==> src/bps_pkg.sv <==
package bps_pkg;
  // Clock and timing.
  localparam int unsigned CLK_PERIOD_NS = 20;
  localparam int unsigned OC_TIME_NS = 50000;
  localparam int unsigned OC_CYC =
    (OC_TIME_NS + CLK_PERIOD_NS - 1) / CLK_PERIOD_NS;
  localparam int unsigned SS_STEP_NS = 1000;
  localparam int unsigned SS_CYC =
    (SS_STEP_NS + CLK_PERIOD_NS - 1) / CLK_PERIOD_NS;
  localparam int unsigned RD_STEP_NS = 5000;
  localparam int unsigned RD_CYC =
    (RD_STEP_NS + CLK_PERIOD_NS - 1) / CLK_PERIOD_NS;

  // Voltage thresholds in millivolts, one code per millivolt.
  localparam int unsigned UV_MARGIN_MV = 300;
  localparam int unsigned OV_MARGIN_MV = 400;
  localparam int unsigned OV_RELEASE_MV = 100;
  localparam int unsigned OV_START_MV = 2900;

  // Reference DAC.
  localparam int unsigned DAC_RESET_MV = 0;
  localparam int unsigned DAC_STEP_MV = 1;

  typedef enum logic [2:0] {
    BPS_OFF,
    BPS_RAMP,
    BPS_RUN,
    BPS_OCP,
    BPS_OVP
  } bps_state_t;
endpackage

==> src/bps_protect.sv <==
`timescale 1ns/1ps
// Function
// - Soft-start steps DAC up at fixed rate
// - Any low supply holds off switching
// - Sensed current above reference flags over-current
// - Over-current persisting 50 us shuts down
// - 150 percent load shuts down immediately
// - Over-current latch kept until supply/enable toggle
// - Output 300 mV under DAC-droop drops ready
// - Overvoltage in run drops ready, ramps DAC down
// - Overvoltage clamps low side until 100 mV
// - Overvoltage latch kept until supply/enable toggle
// - Start-up uses fixed absolute overvoltage threshold
module bps_protect #(
  parameter int DW = 12,
  parameter int OV_START = bps_pkg::OV_START_MV
) (
  input wire logic clk_sys, // System clock, 50 MHz.
  input wire logic rst_b, // Asynchronous reset, active low.
  input wire logic enable, // Converter enable.
  input wire logic shunt_supply_ok, // Shunt supply above lockout.
  input wire logic driver_supply_ok, // Gate driver supply above lockout.
  input wire logic bootstrap_supply_ok, // Bootstrap above lockout.
  input wire logic over_limit_100, // Sense current above reference.
  input wire logic over_limit_150, // Sense current above 150 percent.
  input wire logic [DW-1:0] vout_mv, // Sensed output voltage.
  input wire logic [DW-1:0] droop_mv, // Droop voltage.
  input wire logic [DW-1:0] target_mv, // Target reference voltage.
  output logic [DW-1:0] dac_mv_q, // Reference DAC code.
  output logic switch_en_q, // Switching permitted.
  output logic hs_allow_q, // High-side driver may follow PWM.
  output logic ls_clamp_q, // Low-side driver forced on.
  output logic regulator_ready_flag_q, // Output regulating.
  output logic ready_pin_out_q, // Ready pin drive level.
  output logic ready_pin_oe_q, // Ready pin pulled low.
  output logic oc_fault_q, // Over-current latch.
  output logic ov_fault_q, // Overvoltage latch.
  output logic lockout_q // Supply lockout active.
);

  localparam int OCW = $clog2(bps_pkg::OC_CYC + 1);
  localparam int SSW = $clog2(bps_pkg::SS_CYC + 1);
  localparam int RDW = $clog2(bps_pkg::RD_CYC + 1);

  if (DW < 12 || DW > 16) begin : g_dw_bad
    $error("DW must lie between 12 and 16.");
  end
  if (OV_START >= (1 << DW)) begin : g_ov_start_bad
    $error("OV_START does not fit the voltage width.");
  end

  function automatic logic [DW:0] ext(input logic [DW-1:0] v);
    ext = {1'b0, v};
  endfunction

  function automatic logic [DW-1:0] sat_sub(input logic [DW-1:0] a,
                                            input logic [DW-1:0] b);
    sat_sub = (a > b) ? a - b : '0;
  endfunction

  function automatic logic is_live(input bps_pkg::bps_state_t s);
    is_live = (s == bps_pkg::BPS_RAMP) || (s == bps_pkg::BPS_RUN);
  endfunction

  bps_pkg::bps_state_t state_q;
  bps_pkg::bps_state_t state_d;
  logic [OCW-1:0] oc_cnt_q;
  logic [SSW-1:0] ss_cnt_q;
  logic [RDW-1:0] rd_cnt_q;
  logic supply_ok;
  logic active;
  logic ss_tick;
  logic rd_tick;
  logic oc_trip;
  logic uv_trip;
  logic ov_run;
  logic ov_start;
  logic ov_release;

  assign supply_ok = shunt_supply_ok && driver_supply_ok &&
                     bootstrap_supply_ok;
  assign active = is_live(state_q);
  assign ss_tick = (ss_cnt_q == SSW'(bps_pkg::SS_CYC - 1));
  assign rd_tick = (rd_cnt_q == RDW'(bps_pkg::RD_CYC - 1));
  // The trip fires on the cycle that completes the full persistence span.
  assign oc_trip = over_limit_100 &&
                   (oc_cnt_q == OCW'(bps_pkg::OC_CYC - 1));
  assign uv_trip = (ext(vout_mv) + (DW+1)'(bps_pkg::UV_MARGIN_MV)) <
                   ext(sat_sub(dac_mv_q, droop_mv));
  assign ov_run = ext(vout_mv) >
                  (ext(dac_mv_q) + (DW+1)'(bps_pkg::OV_MARGIN_MV));
  assign ov_start = ext(vout_mv) > (DW+1)'(OV_START);
  assign ov_release = ext(vout_mv) <=
                      (DW+1)'(bps_pkg::OV_RELEASE_MV);

  always_comb begin
    state_d = state_q;
    case (state_q)
      bps_pkg::BPS_OFF: begin
        state_d = bps_pkg::BPS_RAMP;
      end
      bps_pkg::BPS_RAMP: begin
        if (over_limit_150 || oc_trip) begin
          state_d = bps_pkg::BPS_OCP;
        end else if (ov_start) begin
          state_d = bps_pkg::BPS_OVP;
        end else if (dac_mv_q >= target_mv) begin
          state_d = bps_pkg::BPS_RUN;
        end
      end
      bps_pkg::BPS_RUN: begin
        if (over_limit_150 || oc_trip) begin
          state_d = bps_pkg::BPS_OCP;
        end else if (ov_run) begin
          state_d = bps_pkg::BPS_OVP;
        end
      end
      bps_pkg::BPS_OCP: begin
        state_d = bps_pkg::BPS_OCP;
      end
      bps_pkg::BPS_OVP: begin
        state_d = bps_pkg::BPS_OVP;
      end
      default: begin
        state_d = bps_pkg::BPS_OFF;
      end
    endcase
    // A supply dip or enable toggle is the only way out of a latch.
    if (!enable || !supply_ok) begin
      state_d = bps_pkg::BPS_OFF;
    end
  end

  always_ff @(posedge clk_sys or negedge rst_b) begin
    if (!rst_b) begin
      state_q <= bps_pkg::BPS_OFF;
    end else begin
      state_q <= state_d;
    end
  end

  always_ff @(posedge clk_sys or negedge rst_b) begin
    if (!rst_b) begin
      oc_cnt_q <= '0;
    end else if (active && over_limit_100 && !oc_trip) begin
      oc_cnt_q <= oc_cnt_q + OCW'(1);
    end else begin
      oc_cnt_q <= '0;
    end
  end

  always_ff @(posedge clk_sys or negedge rst_b) begin
    if (!rst_b) begin
      ss_cnt_q <= '0;
      rd_cnt_q <= '0;
    end else begin
      ss_cnt_q <= ss_tick ? '0 : ss_cnt_q + SSW'(1);
      rd_cnt_q <= rd_tick ? '0 : rd_cnt_q + RDW'(1);
    end
  end

  always_ff @(posedge clk_sys or negedge rst_b) begin
    if (!rst_b) begin
      dac_mv_q <= DW'(bps_pkg::DAC_RESET_MV);
    end else begin
      case (state_d)
        bps_pkg::BPS_RAMP, bps_pkg::BPS_RUN: begin
          if (ss_tick && dac_mv_q < target_mv) begin
            dac_mv_q <= dac_mv_q + DW'(bps_pkg::DAC_STEP_MV);
          end else if (ss_tick && dac_mv_q > target_mv) begin
            dac_mv_q <= dac_mv_q - DW'(bps_pkg::DAC_STEP_MV);
          end
        end
        bps_pkg::BPS_OVP: begin
          if (rd_tick && dac_mv_q != '0) begin
            dac_mv_q <= dac_mv_q - DW'(bps_pkg::DAC_STEP_MV);
          end
        end
        bps_pkg::BPS_OCP: begin
          dac_mv_q <= dac_mv_q;
        end
        default: begin
          dac_mv_q <= DW'(bps_pkg::DAC_RESET_MV);
        end
      endcase
    end
  end

  always_ff @(posedge clk_sys or negedge rst_b) begin
    if (!rst_b) begin
      switch_en_q <= 1'b0;
      hs_allow_q <= 1'b0;
      ls_clamp_q <= 1'b0;
      lockout_q <= 1'b1;
    end else begin
      switch_en_q <= is_live(state_d);
      hs_allow_q <= is_live(state_d);
      ls_clamp_q <= (state_d == bps_pkg::BPS_OVP) &&
                    ((state_q != bps_pkg::BPS_OVP) ||
                     (ls_clamp_q && !ov_release));
      lockout_q <= !supply_ok;
    end
  end

  always_ff @(posedge clk_sys or negedge rst_b) begin
    if (!rst_b) begin
      regulator_ready_flag_q <= 1'b0;
      ready_pin_out_q <= 1'b0;
      ready_pin_oe_q <= 1'b1;
    end else begin
      regulator_ready_flag_q <= (state_d == bps_pkg::BPS_RUN) &&
                                !uv_trip && !ov_run;
      ready_pin_out_q <= 1'b0;
      ready_pin_oe_q <= !((state_d == bps_pkg::BPS_RUN) &&
                          !uv_trip && !ov_run);
    end
  end

  always_ff @(posedge clk_sys or negedge rst_b) begin
    if (!rst_b) begin
      oc_fault_q <= 1'b0;
      ov_fault_q <= 1'b0;
    end else begin
      oc_fault_q <= (state_d == bps_pkg::BPS_OCP);
      ov_fault_q <= (state_d == bps_pkg::BPS_OVP);
    end
  end
endmodule

==> config.mk <==
export PLATFORM = sky130hd
export DESIGN_NAME = bps_protect
export DESIGN_NICKNAME = d
export VERILOG_FILES = /design/src/bps_pkg.sv /design/src/bps_protect.sv
export SDC_FILE = /design/constraint.sdc
export NUM_CORES = 1
export LEC_CHECK = 0
export ABC_AREA = 1
export BUFFER_PORTS_ARGS = -buffer_cell sky130_fd_sc_hd__buf_2
export CORE_ASPECT_RATIO = 1.2
export CORE_MARGIN = 1
export CORE_UTILIZATION = 64
export CTS_CLUSTER_SIZE = 10
export DETAILED_ROUTE_END_ITERATION = 16
export PLACE_DENSITY_LB_ADDON = 0.25
export SYNTH_ARGS = -nofsm -noshare
export SYNTH_HDL_FRONTEND = slang
export SYNTH_SLANG_ARGS = --single-unit
==> constraint.sdc <==
create_clock -name clk_sys -period 7.9 [get_ports clk_sys]
set_input_delay 1.58 -clock clk_sys [delete_from_list [all_inputs] [get_ports clk_sys]]
set_output_delay 1.58 -clock clk_sys [all_outputs]
set_load 0.02 [all_outputs]
==> impl_metrics.py <==
metrics = {
    "power_and_ir_drop": {
        "clkPwrFrac": 0.354,
        "power_density_mw_per_mm2": 114,
        "power.share.sequential": 0.420,
        "p_int_uw": 427,
        "p_total_uw": 610,
        "pwr-share-comb": 0.226,
        "peakVddDrop_uv": 96.9,
        "p_leak_nw": 2.99,
        "power_switching_uw": 182,
        "switching_share": 0.299,
    },
    "drt": {
        "drt_wl_total_microns": 11600,
        "vias": 4799,
        "viasPerCell": 5.57,
        "first_pass_iters": 5,
        "ant_nets": 0,
        "drc": 0,
        "wl_per_cell_microns": 13.5,
        "drt-initial-drc-count": 269,
    },
    "placed_design": {
        "io_buffers": 63,
        "gp_congestion": 0.861,
        "hpwlAfterDp_microns": 9060,
        "dp_worst_setup_slack_ps": 3280,
    },
    "sta": {
        "fin_crit_sh": 0.550,
        "fin_crit_ps": 4340,
        "final_hold_viol_count": 0,
        "slew_violations": 0,
        "whs_ps": 485,
        "fin_skew_ps": 12.4,
        "tightest_slew_ps": 1100,
        "rsz0062_at_grt": "no",
        "finalSetupViolations": 0,
        "clock.fmax_mhz": 230,
        "setup_slack_ps": 3560,
        "relSlewSlack": 0.267,
        "fin_tns_setup_ps": 0,
    },
    "synth": {
        "synth_edf_count": 0,
        "synth-seq-cells": 48,
        "synth_cell_types": 43,
        "yosysSeqAreaShare": 0.248,
        "synth.most_common_cell": "nand2_1",
        "synth_nets": 819,
        "syn_area_per_cell_sq_um": 6.80,
        "synthTopCellsByCount": "191 x nand2_1, 108 x inv_1, 62 x nor2_1",
        "synth_top_area_share": 0.237,
        "synth-main-ff-cell": "dfrtp_1",
        "syn_inst": 714,
        "yosysWarnings": 0,
        "async_flop_share": 1.00,
        "netlist_area_sq_mm": 0.00485,
        "synth_top_area_cell": "dfrtp_1",
        "ys_top_cells_by_area": "dfrtp_1 24%, ha_1 15%, nand2_1 15%, inv_1 8.4%, nor2_1 4.8%",
    },
    "final_layout": {
        "areaGrowthSynthToFinish_pct": 9.85,
        "diodes": 0,
        "drive_gt1_frac": 0.141,
        "nNetsFinal": 876,
        "fillerInstances": 609,
    },
    "worst_setup_path": {
        "crit_end": "regulator_ready_flag_q$_DFF_PN0_",
        "rr_startpoint": "dac_mv_q[0]$_DFFE_PN0P_",
        "startpoint": "droop_mv[0]",
        "cp.arrival_ps": 4550,
        "r2r_cells": 20,
        "rrSetupSlack_ps": 4100,
        "start_kind": "input port",
        "worstSetupPathType": "in2reg",
        "cp_max_fo": 3,
        "crit_required_ps": 8110,
        "r2r_end": "regulator_ready_flag_q$_DFF_PN0_",
        "setup.worst_path.end_class": "flop",
    },
    "floorplan": {
        "fp.dieW_microns": 81.5,
        "fp-row-count": 34,
        "dieArea_sq_mm": 0.00794,
        "core_sq_mm": 0.00732,
        "top_level_ports": 65,
        "initial_utilization": 0.663,
        "die_height_microns": 97.4,
    },
    "global_routing": {
        "grt_max_degree": 49,
        "antenna_found_initial": 0,
        "grt_pass1_wl_microns": 19300,
        "grt_usage": 0.309,
        "grt_pass1_vias": 4673,
        "grt.overflow.total": 0,
    },
    "clock_tree": {
        "cts_setup_buffers": 0,
        "cts_tree": "done",
        "cts.clk_slew.worst_paths_ps": 90,
        "cts_resized": 0,
        "clockBufferDepth": 2,
        "htree_levels": 2,
        "cts.hold.buffers_added": 0,
        "cts_buffers": 5,
        "clkSinkCount": 48,
        "cts_root_buf": "clkbuf_8",
        "clock_latency_ps": 310,
    },
    "flow_run": {
        "cap_viol_max_count": 0,
    },
    "run_status": {
        "status": "finished, final reports clean",
    },
    "hold_path": {
        "hp-class": "reg2reg",
    },
}
## metrics by stage
stage / instance area [sq um] / utilization / std cells
after detailed placement: 5190 / 0.710 / 854
after global placement: 5190 / 0.710 / 854
after floorplan: 4850 / - / 714
final: 5330 / 0.729 / 862
after CTS: 5330 / 0.729 / 862
after global routing: 5330 / 0.729 / 862
## worst min-delay path by stage
stage / cells after the start / endpoint / slack [ps] / start
final: 1 / oc_cnt_q[0]$_DFF_PN0_ / 480 / oc_cnt_q[0]$_DFF_PN0_
after global placement: 1 / rd_cnt_q[0]$_DFF_PN0_ / 470 / rd_cnt_q[0]$_DFF_PN0_
after CTS: 1 / rd_cnt_q[0]$_DFF_PN0_ / 490 / rd_cnt_q[0]$_DFF_PN0_
after global routing: 1 / rd_cnt_q[0]$_DFF_PN0_ / 500 / rd_cnt_q[0]$_DFF_PN0_
after detailed placement: 1 / rd_cnt_q[0]$_DFF_PN0_ / 480 / rd_cnt_q[0]$_DFF_PN0_
after floorplan: 1 / oc_cnt_q[0]$_DFF_PN0_ / 430 / oc_cnt_q[0]$_DFF_PN0_
## area by class of cell
type / instances / area [sq um] / area share
clock buffers: 5 / 68.8 / 0.0129
clock inverters: 3 / 68.8 / 0.0129
inverters: 117 / 439 / 0.0824
multi-input cells: 536 / 3120 / 0.586
flip-flops and latches: 48 / 1200 / 0.226
well taps: 90 / 113 / 0.0211
repair buffers: 63 / 315 / 0.0591
## registers in the layout, summed over array words and instances (netlist names)
signal,count
state_q,3
regulator_ready_flag_q,1
rd_cnt_q,8
hs_allow_q,1
ss_cnt_q,6
ov_fault_q,1
lockout_q,1
ready_pin_oe_q,1
dac_mv_q,12
oc_cnt_q,12
oc_fault_q,1
ls_clamp_q,1
## cells in the final DEF (no fill, tap or decap), types with 8 or more instances in the layout
| cell | instances |
|---|---|
| nor3_1 | 22 |
| nand2_2 | 8 |
| xor2_1 | 25 |
| a21oi_1 | 41 |
| buf_2 | 63 |
| o21ai_0 | 32 |
| dfrtp_1 | 46 |
| nor2_1 | 62 |
| inv_2 | 9 |
| ha_1 | 60 |
| nand3_1 | 24 |
| nand4_1 | 10 |
| nand2_1 | 191 |
| inv_1 | 108 |
## power by group through the flow
stage | Sequential, mW | Combinational [mW] | Clock, mW
finish | 0.256 | 0.138 | 0.216
CTS | 0.256 | 0.138 | 0.219
detailed placement | 0.260 | 0.136 | 0
global route | 0.256 | 0.159 | 0.230
global placement | 0.260 | 0.130 | 0
floorplan | 0.259 | 0.0946 | 0
## logic make-up (layout without fill, tap and decap cells)
family,count (synthesis),count (layout),synth area share
AND/OR/NAND/NOR,355,355,0.330
AO/OA/AOI/OAI,88,88,0.0985
flip-flops,48,48,0.248
buffers and inverters,130,188,0.109
adder cells (fa/ha/maj),61,61,0.159
XOR/XNOR,31,31,0.0559
other,1,1,0.000772
## critical path, cell delays in order
cell      delay, ps
buf_2           100
ha_1            190
inv_1            70
fa_1            160
inv_1            60
o31ai_1         390
inv_1           100
o21ai_0         280
a31oi_1         180
or2_2           300
nand3_1          70
ha_1            240
nand2_1         100
nor2_1           50
a211oi_1        180
nor2_1           80
nor4_1          170
nand2_1          90
nand3b_1        100
inv_1            40
## metal layers
| metal | vias to the layer above | part of all wire | GRT usage |
|---|---|---|---|
| met5 | - | 0 | 0 |
| met4 | 0 | 0.033 | 0.136 |
| met3 | 35 | 0.057 | 0.0498 |
| met2 | 156 | 0.49 | 0.553 |
| met1 | 2214 | 0.42 | 0.348 |
| li1 | 2394 | - | - |
(Power assumes the default switching activity.)
